$ cat config.mk
export PLATFORM = sky130hd
export DESIGN_NAME = ocas_unit
export DESIGN_NICKNAME = d
export VERILOG_FILES = /design/src/core/ocas_pkg.sv /design/src/core/ocas_dp_if.sv /design/src/core/ocas_borrow_net.sv /design/src/core/ocas_shifter.sv /design/src/core/ocas_unit.sv
export SDC_FILE = /design/constraint.sdc
export NUM_CORES = 1
export LEC_CHECK = 0
export CAP_MARGIN = 20
export CORE_MARGIN = 3
export CORE_UTILIZATION = 45
export CTS_BUF_LIST = sky130_fd_sc_hd__clkbuf_2 sky130_fd_sc_hd__clkbuf_4 sky130_fd_sc_hd__clkbuf_8
export DETAILED_ROUTE_END_ITERATION = 8
export DONT_BUFFER_PORTS = 1
export GPL_TIMING_DRIVEN = 0
export PLACE_DENSITY = 0.65
export SYNTH_ARGS = -nofsm -noshare
export SYNTH_HDL_FRONTEND = slang
export SYNTH_HIERARCHICAL = 1
export SYNTH_SLANG_ARGS = --single-unit
$ cat constraint.sdc
create_clock -name mclk -period 4.1 [get_ports mclk]
set_input_delay 0.82 -clock mclk [delete_from_list [all_inputs] [get_ports mclk]]
set_output_delay 0.82 -clock mclk [all_outputs]
set_load 0.005 [all_outputs]
$ cat src/core/ocas_pkg.sv
// Constants, types and shared decode for the one's-complement add and shift unit
package ocas_pkg;
    localparam int WORD_W = 48;           // Accumulator, auxiliary and exchange width
    localparam int COUNT_W = 7;           // Shift count width
    localparam int ADDR_W = 15;           // Operand address width; upper bits must be zero
    localparam int OPC_W = 6;             // Shift opcode width
    localparam int FLAG_W = 4;            // Number of shift-select flags
    localparam int TOP_BIT = WORD_W - 1;  // Sign bit position

    // Shift opcodes
    localparam logic [OPC_W-1:0] OP_SHR_ACC = 6'h01;
    localparam logic [OPC_W-1:0] OP_SHR_AUX = 6'h02;
    localparam logic [OPC_W-1:0] OP_SHR_BOTH = 6'h03;
    localparam logic [OPC_W-1:0] OP_SHL_ACC = 6'h05;
    localparam logic [OPC_W-1:0] OP_SHL_AUX = 6'h06;
    localparam logic [OPC_W-1:0] OP_SHL_BOTH = 6'h07;

    // Shift-select flag positions
    localparam int FLG_ACC_RIGHT = 0;
    localparam int FLG_AUX_RIGHT = 1;
    localparam int FLG_ACC_LEFT = 2;
    localparam int FLG_AUX_LEFT = 3;

    localparam logic [FLAG_W-1:0] FLAGS_NONE = 4'h0;
    localparam logic [COUNT_W-1:0] COUNT_ZERO = 7'h00;
    localparam logic [COUNT_W-1:0] COUNT_ONE = 7'h01;
    localparam logic [WORD_W-1:0] WORD_ZERO = 48'h0;

    // Sequencer states
    typedef enum logic [1:0] {
        ST_IDLE,
        ST_SUB,
        ST_SHIFT
    } ocas_state_t;

    // Opcode to shift-select flags; zero means not a shift opcode
    function automatic logic [FLAG_W-1:0] ocasOpFlags(input logic [OPC_W-1:0] op);
        logic [FLAG_W-1:0] f;
        f = FLAGS_NONE;
        unique case (op)
            OP_SHR_ACC: f[FLG_ACC_RIGHT] = 1'b1;
            OP_SHR_AUX: f[FLG_AUX_RIGHT] = 1'b1;
            OP_SHR_BOTH: begin
                f[FLG_ACC_RIGHT] = 1'b1;
                f[FLG_AUX_RIGHT] = 1'b1;
            end
            OP_SHL_ACC: f[FLG_ACC_LEFT] = 1'b1;
            OP_SHL_AUX: f[FLG_AUX_LEFT] = 1'b1;
            OP_SHL_BOTH: begin
                f[FLG_ACC_LEFT] = 1'b1;
                f[FLG_AUX_LEFT] = 1'b1;
            end
            default: f = FLAGS_NONE;
        endcase
        return f;
    endfunction : ocasOpFlags
endpackage : ocas_pkg

$ cat src/core/ocas_dp_if.sv
// Carrier between the unit's control and its borrow network and shifter
`timescale 1ns/10ps
`default_nettype none
interface ocas_dp_if;
    import ocas_pkg::*;
    logic [WORD_W-1:0] accHi;      // Accumulator upper rank
    logic [WORD_W-1:0] auxHi;      // Auxiliary upper rank
    logic [WORD_W-1:0] exchHi;     // Exchange upper rank
    logic carryless;               // Borrow sensing disabled
    logic [WORD_W-1:0] toggleMask; // Accumulator bits the add toggles
    logic [FLAG_W-1:0] flags;      // Active shift-select flags
    logic [WORD_W-1:0] shiftAcc;   // Accumulator after one step
    logic [WORD_W-1:0] shiftAux;   // Auxiliary after one step

    modport core (output accHi, auxHi, exchHi, carryless, flags,
                  input toggleMask, shiftAcc, shiftAux);
    modport adder (input accHi, exchHi, carryless, output toggleMask);
    modport shifter (input accHi, auxHi, flags, output shiftAcc, shiftAux);
endinterface : ocas_dp_if
`default_nettype wire

$ cat src/core/ocas_borrow_net.sv
// Borrow network: which accumulator bits the add command toggles
`timescale 1ns/10ps
`default_nettype none
module ocas_borrow_net
    import ocas_pkg::*;
(
    ocas_dp_if.adder dp
);
    logic [WORD_W-1:0] logicDiff;  // Bitwise difference of A and X'
    logic [WORD_W-1:0] genBorrow;  // Bit n demands a borrow from n+1
    logic [WORD_W-1:0] borrowIn;   // Borrow demanded from each bit

    assign logicDiff = dp.accHi ^ ~dp.exchHi;
    assign genBorrow = ~dp.accHi & ~dp.exchHi;

    // Ring ripple; two laps settle every chain, including end-around ones
    always_comb begin
        logic b;
        int idx;
        b = 1'b0;
        idx = 0;
        borrowIn = WORD_ZERO;
        for (int i = 0; i < 2 * WORD_W; i++) begin
            idx = i % WORD_W;
            if (i >= WORD_W) begin
                borrowIn[idx] = b;
            end
            b = genBorrow[idx] | (b & ~logicDiff[idx]);
        end
    end

    // Toggle mask from exchange bit and demanded borrow
    always_comb begin
        if (dp.carryless) begin
            dp.toggleMask = dp.exchHi;
        end else begin
            dp.toggleMask = ~dp.exchHi ^ borrowIn;
        end
    end
endmodule : ocas_borrow_net
`default_nettype wire

$ cat src/core/ocas_shifter.sv
// One-position shift network for accumulator, auxiliary or the joined pair
`timescale 1ns/10ps
`default_nettype none
module ocas_shifter
    import ocas_pkg::*;
(
    ocas_dp_if.shifter dp
);
    logic joinRight; // Both registers move right as one
    logic joinLeft;  // Both registers move left as one

    assign joinRight = dp.flags[FLG_ACC_RIGHT] & dp.flags[FLG_AUX_RIGHT];
    assign joinLeft = dp.flags[FLG_ACC_LEFT] & dp.flags[FLG_AUX_LEFT];

    // Accumulator step, upper rank feeding the lower rank one place over
    always_comb begin
        if (dp.flags[FLG_ACC_RIGHT]) begin
            dp.shiftAcc = {dp.accHi[TOP_BIT], dp.accHi[TOP_BIT:1]};
        end else if (joinLeft) begin
            dp.shiftAcc = {dp.accHi[TOP_BIT-1:0], dp.auxHi[TOP_BIT]};
        end else if (dp.flags[FLG_ACC_LEFT]) begin
            dp.shiftAcc = {dp.accHi[TOP_BIT-1:0], dp.accHi[TOP_BIT]};
        end else begin
            dp.shiftAcc = dp.accHi;
        end
    end

    // Auxiliary step
    always_comb begin
        if (joinRight) begin
            // acc bit zero feeds aux top
            dp.shiftAux = {dp.accHi[0], dp.auxHi[TOP_BIT:1]};
        end else if (dp.flags[FLG_AUX_RIGHT]) begin
            dp.shiftAux = {dp.auxHi[TOP_BIT], dp.auxHi[TOP_BIT:1]};
        end else if (joinLeft) begin
            dp.shiftAux = {dp.auxHi[TOP_BIT-1:0], dp.accHi[TOP_BIT]};
        end else if (dp.flags[FLG_AUX_LEFT]) begin
            dp.shiftAux = {dp.auxHi[TOP_BIT-1:0], dp.auxHi[TOP_BIT]};
        end else begin
            dp.shiftAux = dp.auxHi;
        end
    end
endmodule : ocas_shifter
`default_nettype wire

$ cat src/core/ocas_unit.sv
// Top of the one's-complement add and shift unit: ranks, phases and sequencing
`timescale 1ns/10ps
`default_nettype none
module ocas_unit
    import ocas_pkg::*;
(
    input wire logic mclk,
    input wire logic rstn,
    input wire logic loadAcc,
    input wire logic [WORD_W-1:0] accIn,
    input wire logic loadAux,
    input wire logic [WORD_W-1:0] auxIn,
    input wire logic loadExch,
    input wire logic [WORD_W-1:0] exchIn,
    input wire logic carrylessAddFlag,
    input wire logic addCmd,
    input wire logic subCmd,
    input wire logic shiftCmd,
    input wire logic [OPC_W-1:0] shiftOpcode,
    input wire logic [ADDR_W-1:0] operandAddr,
    input wire logic faultClear,
    output logic evenPhase,
    output logic [WORD_W-1:0] accLo,
    output logic [WORD_W-1:0] auxLo,
    output logic [WORD_W-1:0] exchLo,
    output logic [COUNT_W-1:0] countLo,
    output logic [FLAG_W-1:0] shiftSelectFlags,
    output logic shiftInProgressFlag,
    output logic shiftDone,
    output logic shiftFault,
    output logic busy
);
    ocas_dp_if dp ();            // Datapath carrier
    ocas_state_t state;          // Sequencer state
    logic [WORD_W-1:0] accHi;    // Accumulator upper rank
    logic [WORD_W-1:0] auxHi;    // Auxiliary upper rank
    logic [WORD_W-1:0] exchHi;   // Exchange upper rank
    logic [COUNT_W-1:0] countHi; // Count upper rank
    logic exchPending;           // Exchange lower rank awaits copy upward
    logic oddPhase;              // Commands are taken on odd phases
    logic idle;                  // No sequence running
    logic addNow;                // An add toggles the accumulator this edge
    logic shiftStart;            // Shift instruction accepted
    logic [FLAG_W-1:0] startFlags;
    logic stepping;              // Shift step on this even phase
    logic accSel;                // Accumulator takes part in the shift
    logic auxSel;                // Auxiliary takes part in the shift

    assign oddPhase = ~evenPhase;
    assign idle = (state == ST_IDLE);
    assign startFlags = ocasOpFlags(shiftOpcode);
    assign shiftStart = idle & oddPhase & shiftCmd & (startFlags != FLAGS_NONE);
    assign addNow = oddPhase & ((idle & addCmd) | (state == ST_SUB));
    assign stepping = evenPhase & (shiftSelectFlags != FLAGS_NONE);
    assign accSel = shiftSelectFlags[FLG_ACC_RIGHT] | shiftSelectFlags[FLG_ACC_LEFT];
    assign auxSel = shiftSelectFlags[FLG_AUX_RIGHT] | shiftSelectFlags[FLG_AUX_LEFT];

    // Datapath hookup
    assign dp.accHi = accHi;
    assign dp.auxHi = auxHi;
    assign dp.exchHi = exchHi;
    // Subtraction always needs borrows, whatever the flag says
    assign dp.carryless = carrylessAddFlag & (state != ST_SUB);
    assign dp.flags = shiftSelectFlags;

    ocas_borrow_net uBorrow (
        .dp(dp.adder)
    );

    ocas_shifter uShift (
        .dp(dp.shifter)
    );

    // Phase alternates every clock; first edge after reset is even
    always_ff @(posedge mclk or negedge rstn) begin
        if (!rstn) begin
            evenPhase <= 1'b1;
        end else begin
            evenPhase <= ~evenPhase;
        end
    end

    // Sequencer state
    always_ff @(posedge mclk or negedge rstn) begin
        if (!rstn) begin
            state <= ST_IDLE;
        end else begin
            unique case (state)
                ST_IDLE: begin
                    if (oddPhase & subCmd & ~addCmd & ~shiftCmd) begin
                        state <= ST_SUB;
                    end else if (shiftStart & (operandAddr[COUNT_W-1:0] != COUNT_ZERO)) begin
                        state <= ST_SHIFT;
                    end
                end
                ST_SUB: begin
                    if (oddPhase) begin
                        state <= ST_IDLE;
                    end
                end
                ST_SHIFT: begin
                    if (oddPhase & (shiftSelectFlags == FLAGS_NONE)) begin
                        state <= ST_IDLE;
                    end
                end
            endcase
        end
    end

    // Shift-select flags: set at start, cleared on the last step
    always_ff @(posedge mclk or negedge rstn) begin
        if (!rstn) begin
            shiftSelectFlags <= FLAGS_NONE;
        end else if (shiftStart & (operandAddr[COUNT_W-1:0] != COUNT_ZERO)) begin
            shiftSelectFlags <= startFlags;
        end else if (stepping & (countHi == COUNT_ONE)) begin
            shiftSelectFlags <= FLAGS_NONE;
        end
    end

    // Shift in progress marker and completion pulse
    always_ff @(posedge mclk or negedge rstn) begin
        if (!rstn) begin
            shiftInProgressFlag <= 1'b0;
            shiftDone <= 1'b0;
        end else begin
            shiftDone <= 1'b0;
            if (shiftStart & (operandAddr[COUNT_W-1:0] != COUNT_ZERO)) begin
                shiftInProgressFlag <= 1'b1;
            end else if (shiftStart) begin
                shiftDone <= 1'b1;
            end else if ((state == ST_SHIFT) & oddPhase & (shiftSelectFlags == FLAGS_NONE)
                         & (countLo == COUNT_ZERO)) begin
                shiftInProgressFlag <= 1'b0;
                shiftDone <= 1'b1;
            end
        end
    end

    // Busy mirrors any running sequence, registered for a clean output
    always_ff @(posedge mclk or negedge rstn) begin
        if (!rstn) begin
            busy <= 1'b0;
        end else begin
            busy <= ~((state == ST_IDLE) | ((state == ST_SUB) & oddPhase)
                    | ((state == ST_SHIFT) & oddPhase & (shiftSelectFlags == FLAGS_NONE)))
                    | (oddPhase & idle & subCmd & ~addCmd & ~shiftCmd)
                    | (shiftStart & (operandAddr[COUNT_W-1:0] != COUNT_ZERO));
        end
    end

    // Shift count ranks
    always_ff @(posedge mclk or negedge rstn) begin
        if (!rstn) begin
            countLo <= COUNT_ZERO;
            countHi <= COUNT_ZERO;
        end else if (shiftStart) begin
            countLo <= operandAddr[COUNT_W-1:0];
            countHi <= operandAddr[COUNT_W-1:0];
        end else if (stepping) begin
            countLo <= countHi - COUNT_ONE;
        end else if (oddPhase & (state == ST_SHIFT)) begin
            countHi <= countLo;
        end
    end

    // Fault on high address bits; a new fault beats a clear in the same cycle
    always_ff @(posedge mclk or negedge rstn) begin
        if (!rstn) begin
            shiftFault <= 1'b0;
        end else if (shiftStart & (operandAddr[ADDR_W-1:COUNT_W] != '0)) begin
            shiftFault <= 1'b1;
        end else if (faultClear) begin
            shiftFault <= 1'b0;
        end
    end

    // Accumulator lower rank: load, add toggle or shift step
    always_ff @(posedge mclk or negedge rstn) begin
        if (!rstn) begin
            accLo <= WORD_ZERO;
        end else if (stepping & accSel) begin
            accLo <= dp.shiftAcc;
        end else if (addNow) begin
            accLo <= accLo ^ dp.toggleMask;
        end else if (idle & loadAcc) begin
            accLo <= accIn;
        end
    end

    // Accumulator upper rank follows the lower one
    always_ff @(posedge mclk or negedge rstn) begin
        if (!rstn) begin
            accHi <= WORD_ZERO;
        end else if (evenPhase & (shiftSelectFlags == FLAGS_NONE)) begin
            accHi <= accLo;
        end else if (oddPhase & (state == ST_SHIFT)) begin
            // copy shifted word up, the final step's result as well
            accHi <= accLo;
        end
    end

    // Auxiliary ranks are independent; copies happen only for shifts
    always_ff @(posedge mclk or negedge rstn) begin
        if (!rstn) begin
            auxLo <= WORD_ZERO;
            auxHi <= WORD_ZERO;
        end else if (stepping & auxSel) begin
            auxLo <= dp.shiftAux;
        end else if (oddPhase & (state == ST_SHIFT)) begin
            // aux copy-back; flags are already clear after the last step
            auxHi <= auxLo;
        end else if (idle & loadAux) begin
            auxLo <= auxIn;
            auxHi <= auxIn;
        end
    end

    // Exchange ranks; the upper rank is what the borrow network reads
    always_ff @(posedge mclk or negedge rstn) begin
        if (!rstn) begin
            exchLo <= WORD_ZERO;
            exchHi <= WORD_ZERO;
            exchPending <= 1'b0;
        end else if (oddPhase & idle & subCmd & ~addCmd & ~shiftCmd) begin
            exchHi <= ~exchLo;
            exchPending <= 1'b0;
        end else if (idle & loadExch) begin
            exchLo <= exchIn;
            exchPending <= 1'b1;
        end else if (exchPending) begin
            // One cycle later the new word is visible to the adder
            exchHi <= exchLo;
            exchPending <= 1'b0;
        end
    end
endmodule : ocas_unit
`default_nettype wire

==> results of run 1 <==
per-layer routing:
layer	wire, um	up-vias	part of all wire, %
met5	23	-	0.040
met4	2001	4	3.5
met3	4315	110	7.5
met2	26200	539	46
met1	24940	7569	43
li1	-	7169	-
cell usage after synthesis (all sizes together), types with 4 or more instances:
| master | number |
|---|---|
| dfrtp | 313 |
| mux2i | 182 |
| nor2 | 161 |
| a21oi | 149 |
| mux2 | 145 |
| o21ai | 132 |
| nand2 | 129 |
| inv | 114 |
| xnor2 | 98 |
| o22ai | 71 |
| clkbuf | 67 |
| buf | 62 |
| ha | 53 |
| a311oi | 52 |
| or3 | 50 |
| a211oi | 24 |
| a21o | 21 |
| nand3 | 11 |
| o21a | 11 |
| nor3 | 10 |
| nand2b | 8 |
| nor4 | 8 |
| o2111ai | 8 |
| o211ai | 7 |
| a2111oi | 5 |
| a31o | 5 |
| a31oi | 5 |
| and2 | 5 |
| and3 | 4 |
| nor2b | 4 |
| or2 | 4 |
per-stage QoR:
stage | utilization, % | total power (uW)
6_report | 51.21 | 20620
3_5_place_dp | 47.67 | 16950
5_1_grt | 51.21 | 22240
2_1_floorplan | - | 14200
4_1_cts | 50.83 | 20360
3_3_place_gp | 47.67 | 16620
registers in the layout (all words and copies together) (netlist names), 4 cells and up:
name / count
dp.exchHi: 48
countHi: 7
auxLo: 48
auxHi: 48
countLo: 7
accHi: 48
accLo: 48
exchLo: 48
shiftSelectFlags: 4
timing repair:
item | CTS | global route
pin swaps | 2 | 20
setup buffers | 1 | 5
gates cloned | 0 | 0
gates resized for setup | 14 | 22
hold endpoints to repair | 313 | 313
setup endpoints to repair | 28 | 27
layout make-up:
cell class | count | area (um^2) | share of cell area (%)
Multi-Input combinational cell | 1400 | 10250 | 48.57
Sequential cell | 314 | 7859 | 37.25
Clock buffer | 86 | 1102 | 5.225
Tap cell | 532 | 665.6 | 3.155
Buffer | 129 | 625.6 | 2.965
Inverter | 114 | 427.9 | 2.028
Clock inverter | 13 | 120.1 | 0.5693
Timing Repair Buffer | 6 | 48.80 | 0.2313
Antenna cell | 1 | 2.502 | 0.01186
power groups by stage:
stage | combinational, uW | sequential (uW) | clock (uW)
2_1_floorplan | 8210 | 5990 | 0
6_report | 10800 | 6660 | 3170
4_1_cts | 10400 | 6650 | 3260
5_1_grt | 12000 | 6890 | 3400
3_3_place_gp | 10000 | 6620 | 0
3_5_place_dp | 10300 | 6700 | 0
cells by family after synthesis:
| logic type | after synthesis | synth area share (%) |
|---|---|---|
| AND/OR/NAND/NOR | 409 | 9.726 |
| AO/OA/AOI/OAI | 510 | 16.95 |
| XOR/XNOR | 101 | 4.662 |
| buffers and inverters | 243 | 5.552 |
| multiplexers | 327 | 18.21 |
| adder cells (fa/ha/maj) | 53 | 3.495 |
| flip-flops | 314 | 41.42 |
worst max-delay path: stages (launching register included):
cell and delay, ps:
dfrtp_1 390, inv_2 100, ha_4 220, a21o_1 190, a2111o_1 440, a211oi_4 300
o2111ai_2 170, a22o_1 220, o31a_1 310, a31oi_4 220, o21ai_2 130, a311oi_2 330
xnor2_1 140, or3_1 350, a21oi_1 160, a311oi_1 70
how the worst max path moves through the flow:
stage                        startpoint   endpoint  slack [ps]  cells after the start
after global routing          accHi[37]  accLo[17]         -40                     16
after global placement        accHi[27]  accLo[46]        -270                     15
after floorplan               accHi[37]  accLo[25]         400                     15
final                     dp.exchHi[12]  accLo[29]         210                     15
after CTS                     accHi[12]  accLo[29]        0.05                     15
after detailed placement  dp.exchHi[27]  accLo[46]        -360                     15
==> impl_metrics.json, run 1 <==
{
  "most_common_library_cell_in_the_layout_ignoring_fill_and_taps": "dfrtp_1",
  "start_kind": "flop",
  "finalSetupViolCount": 0,
  "power.switching_fraction_pct": 44.56,
  "power.leakage_uw": 0.008838,
  "status": "finished, violations left",
  "crit_path_end_kind": "flop",
  "synth.ff_latch_count": 314,
  "internal_power_uw": 11430,
  "fp.dieArea_mm2": 0.04467,
  "postRouteWirelength_mm": 57.48,
  "filler_cell_count": 3761,
  "worstSkewPairLatency_ps": 640,
  "grt_use_met2_pct": 39.34,
  "tritoncts_clock_tree": "built",
  "drt_first_pass_iters": 5,
  "post_synth_instance_area_mm2": 0.01898,
  "pin_count_of_the_biggest_net_entering_global_routing": 315,
  "number_of_global_route_vias_before_repair": 15340,
  "drive_gt1_share_pct": 16.20,
  "routed_wire_length_per_instance_um": 22.15,
  "routed-via-count": 15390,
  "finalWorstSetupSlack_ps": 209.5,
  "cts_max_path_buffers": 3,
  "ys.flop_type": "dfrtp_1",
  "cts_num_sinks": 314,
  "critical_path_required_ps": 4590,
  "synth_edf_count": 0,
  "synthToLayoutAreaGrowth_pct": 11.18,
  "crit_fanout": 4,
  "failing_checks": "negative hold slack",
  "start_util_pct": 46.06,
  "cts_root_buf": "clkbuf_8",
  "post_drt_via_cell_ratio": 5.931,
  "met3_demand_to_capacity_share_in_global_routing_pct": 6.728,
  "max-vdd-ir-drop_mv": 0.3954,
  "port-buffer-count": 0,
  "drv_slew": 0,
  "ant_nets": 0,
  "post-synth-top-area-cell": "dfrtp_1",
  "grt_pass1_wl_mm": 87.90,
  "reg2reg_setup_slack_ps": 210,
  "worst_r2r_path_depth": 15,
  "power.clock.fraction_pct": 15.4,
  "syn-instance-count": 1957,
  "final_cells": 2595,
  "layout_common_cells": "dfrtp_1 (313), mux2i_1 (182), nor2_1 (161)",
  "mappedNetlistNets": 2185,
  "gpl.final_weighted_congestion": 0.8746,
  "powerDensity_mw_per_mm2": 977.3,
  "r2r-end": "accLo[29]",
  "worstMarginPinSlew_ps": 984.0,
  "cp.arrival_ps": 4380,
  "finalWorstPathRequiredPeriod_ps": 3890,
  "report.final.hold_viol_count": 313,
  "max-cap-violations": 0,
  "hold-worst-slack_ps": -94.89,
  "die_y_um": 211.4,
  "layout.nets": 2249,
  "syn_area_per_cell_um2": 9.696,
  "worst_setup_hold_path_clk_slew_ps": 70,
  "design.portCount": 335,
  "remaining_drc_errors": 0,
  "number_of_distinct_standard_cells_referenced_by_the_synthesized_netlist": 74,
  "die_width_um": 211.4,
  "clock_tree.htree_level_count": 2,
  "final.setup.tns_ps": 0,
  "synth.top_cells.by_area": "dfrtp_1 (41%), mux2i_1 (9.6%), mux2_2 (7.7%)",
  "grt_util_met1_pct": 33.24,
  "timing.setup.critical_path_class": "flop to flop",
  "max-slew-margin-rel_pct": 33.79,
  "synthesis.yosys.warnings": 6,
  "grtUsageTotal_pct": 24.93,
  "top_usage_layer": "met2",
  "detailedPlace.worstSlack_ps": -360.7,
  "std_cell_rows": 74,
  "comb_power_share_pct": 52.3,
  "place.detailed.instances": 2489,
  "placedInstanceArea_mm2": 0.01964,
  "drtIter0Drc": 1177,
  "p_switching_uw": 9188,
  "synth_async_sr_flop_share_pct": 100.0,
  "design_area_mm2": 0.02110,
  "final_min_period_over_clock_period_pct": 94.89,
  "maxClockFrequency_mhz": 257.0,
  "yosysSeqAreaShare_pct": 41.42,
  "synth_top_cell_area_share_pct": 41.28,
  "r2r_start": "dp.exchHi[12]",
  "grt_overflow": 0,
  "core_mm2": 0.04120,
  "power.share.sequential_pct": 32.3,
  "tritoncts.num_buffers": 56,
  "grt_antenna_before_repair": 3,
  "hold_wc_path_type": "primary input to async pin",
  "fin_worst_skew_ps": 19.33,
  "hpwl_mm": 42.55
}
(Power assumes the default switching activity.)
==> run 2: changes to the inputs <==
Settings changed: CORE_MARGIN 3 to 5.
==> run 2 against run 1 <==
Against the previous run:
- the run ends with negative hold slack, max-slew violations left
- combinational power is essentially flat
- critical path type unchanged
- non-clock buffer count grew 1
- clock power is essentially flat
- routed wire length grew 1.4%
- critical endpoint is now accLo[17]
- sequential power is essentially flat
- worst setup slack lost 67 ps
- largest cell class unchanged
- sequential cell count is the same
- via count grew 0.19%
- clock skew grew 5.2 ps
- design area grew 0.15%
- core utilization shrank 0.72 points
==> impl_metrics.json, run 2 (synthesis results as in run 1) <==
{
  "status": "finished, violations left",
  "failing_checks": "negative hold slack, max-slew violations",
  "internal_power_uw": 11480,
  "fin_worst_skew_ps": 24.58,
  "std_cell_rows": 75,
  "most_common_library_cell_in_the_layout_ignoring_fill_and_taps": "dfrtp_1",
  "cts_max_path_buffers": 3,
  "crit_path_end_kind": "flop",
  "max-slew-margin-rel_pct": -15.70,
  "grt_overflow": 0,
  "grt_setup_unrepaired": "false",
  "final.setup.tns_ps": 0,
  "ff_latch_area_mm2": 0.007860,
  "die_width_um": 215.4,
  "hpwl_mm": 42.95,
  "cts_root_buf": "clkbuf_8",
  "crit_fanout": 5,
  "hold_wc_path_type": "primary input to async pin",
  "tritoncts_clock_tree": "built",
  "layout_common_cells": "dfrtp_1 (312), mux2i_1 (182), nor2_1 (161)",
  "power.total_uw": 20710,
  "gpl.final_weighted_congestion": 0.8784,
  "die_y_um": 215.4,
  "filler_cell_count": 3920,
  "cp_cell_sequence": "inv_1 -> ha_1 -> a21o_1 -> a2111o_1 -> a211oi_2 -> o2111ai_2 -> a22oi_2 -> buf_6 -> a21oi_2 -> a31o_2 -> a21bo_2 -> a211oi_4 -> xnor2_2 -> or3_1 -> a21oi_2 -> a311oi_1",
  "power.clock.fraction_pct": 15.4,
  "hold-worst-slack_ps": -106.3,
  "routed_wire_length_per_instance_um": 22.38,
  "drive_gt1_share_pct": 16.04,
  "routed-via-count": 15420,
  "start_kind": "flop",
  "finalSetupViolCount": 0,
  "grt_antenna_before_repair": 7,
  "final_cells": 2605,
  "worst_setup_hold_path_clk_slew_ps": 60,
  "port-buffer-count": 0,
  "remaining_drc_errors": 0,
  "worst_path_max_delay_cell": "dfrtp_1",
  "detailedPlace.worstSlack_ps": -310.4,
  "power.leakage_uw": 0.008855,
  "max-cap-violations": 0,
  "powerDensity_mw_per_mm2": 980.2,
  "p_switching_uw": 9232,
  "fp.dieArea_mm2": 0.04638,
  "critical_path_required_ps": 4580,
  "worstSkewPairLatency_ps": 660,
  "grt_pass1_wl_mm": 90.73,
  "reg2reg_setup_slack_ps": 140,
  "critPathTopFamily": "compound AO/OA/AOI/OAI gates",
  "grtUsageTotal_pct": 24.32,
  "core_mm2": 0.04185,
  "clock_tree.htree_level_count": 2,
  "timing.setup.critical_path_class": "flop to flop",
  "cts_num_sinks": 314,
  "pin_count_of_the_biggest_net_entering_global_routing": 315,
  "cpPeakStageDelay_ps": 410,
  "maxClockFrequency_mhz": 252.7,
  "place.detailed.instances": 2496,
  "layout.nets": 2251,
  "comb_power_share_pct": 52.5,
  "final_min_period_over_clock_period_pct": 96.52,
  "start_util_pct": 45.34,
  "post_drt_via_cell_ratio": 5.919,
  "drv_slew": 108,
  "power.share.sequential_pct": 32.1,
  "multi_input_comb_area_mm2": 0.01026,
  "worst-path-buf-inv": 2,
  "cp_common_cell": "a21oi_2",
  "tritoncts.num_buffers": 57,
  "max-vdd-ir-drop_mv": 0.4605,
  "cp.arrival_ps": 4440,
  "worstMarginPinSlew_ps": 1735,
  "drtIter0Drc": 1287,
  "finalWorstSetupSlack_ps": 142.8,
  "design.portCount": 335,
  "ant_nets": 0,
  "finalWorstPathRequiredPeriod_ps": 3957,
  "report.final.hold_viol_count": 28,
  "number_of_global_route_vias_before_repair": 15440,
  "synthToLayoutAreaGrowth_pct": 11.35,
  "postRouteWirelength_mm": 58.31,
  "drt_first_pass_iters": 5,
  "power.switching_fraction_pct": 44.57
}
-- run 2: power by group through the flow --
stage | logic (uW) | clock network (uW) | registers [uW]
2_1_floorplan | 8210 | 0 | 5990
3_3_place_gp | 10000 | 0 | 6640
3_5_place_dp | 10300 | 0 | 6720
4_1_cts | 10500 | 3260 | 6660
5_1_grt | 12000 | 3420 | 6900
6_report | 10900 | 3180 | 6660
-- run 2: path summary, 6_finish.rpt --
| path | from | to | depth (start not counted) |
|---|---|---|---|
| worst max register to register | accHi[11] | accLo[17] | 16 |
| worst min register to register | dp.exchHi[29] | dp.exchHi[29] | 1 |
| worst max-delay path | accHi[11] | accLo[17] | 16 |
| worst min-delay path | rstn | auxLo[38] | 0 |
| min in group mclk | faultClear | shiftFault | 1 |
| max in group asynchronous | rstn | accHi[22] | 0 |
-- run 2: cell type report --
type / count / share of cell area (%)
Buffer: 129 / 2.961
Timing Repair Buffer: 7 / 0.2665
Sequential cell: 314 / 37.20
Tap cell: 539 / 3.192
Clock inverter: 5 / 0.2487
Inverter: 114 / 2.025
Antenna cell: 3 / 0.03553
Clock buffer: 94 / 5.531
Multi-Input combinational cell: 1400 / 48.54
-- run 2: metal layers --
metal,vias to the layer above,track usage [%],part of all wire (%)
li1,7158,-,-
met1,7555,32.55,43
met2,560,37.43,45
met3,141,6.713,7.4
met4,6,10.01,4.2
met5,-,0,0.069
-- run 2: metrics by stage --
stage / util [%] / area [um^2]
after floorplan: - / 18980
after global placement: 46.95 / 19650
after detailed placement: 46.95 / 19650
after CTS: 50.04 / 20950
after global routing: 50.48 / 21130
final: 50.48 / 21130
-- run 2: worst register-to-register path: stages (launching register included) --
cell and delay, ps:
dfrtp_1 410, inv_1 60, ha_1 230, a21o_1 180, a2111o_1 410, a211oi_2 330
o2111ai_2 210, a22oi_2 200, buf_6 150, a21oi_2 90, a31o_2 280, a21bo_2 260
a211oi_4 270, xnor2_2 120, or3_1 370, a21oi_2 160, a311oi_1 80
-- run 2: timing repair --
| action | 4_1_cts | 5_1_grt |
|---|---|---|
| buffers inserted | 2 | 5 |
| pin swaps | 5 | 16 |
| resized for setup | 13 | 20 |
| setup endpoints to repair | 26 | 29 |
| hold endpoints to repair | 313 | 313 |
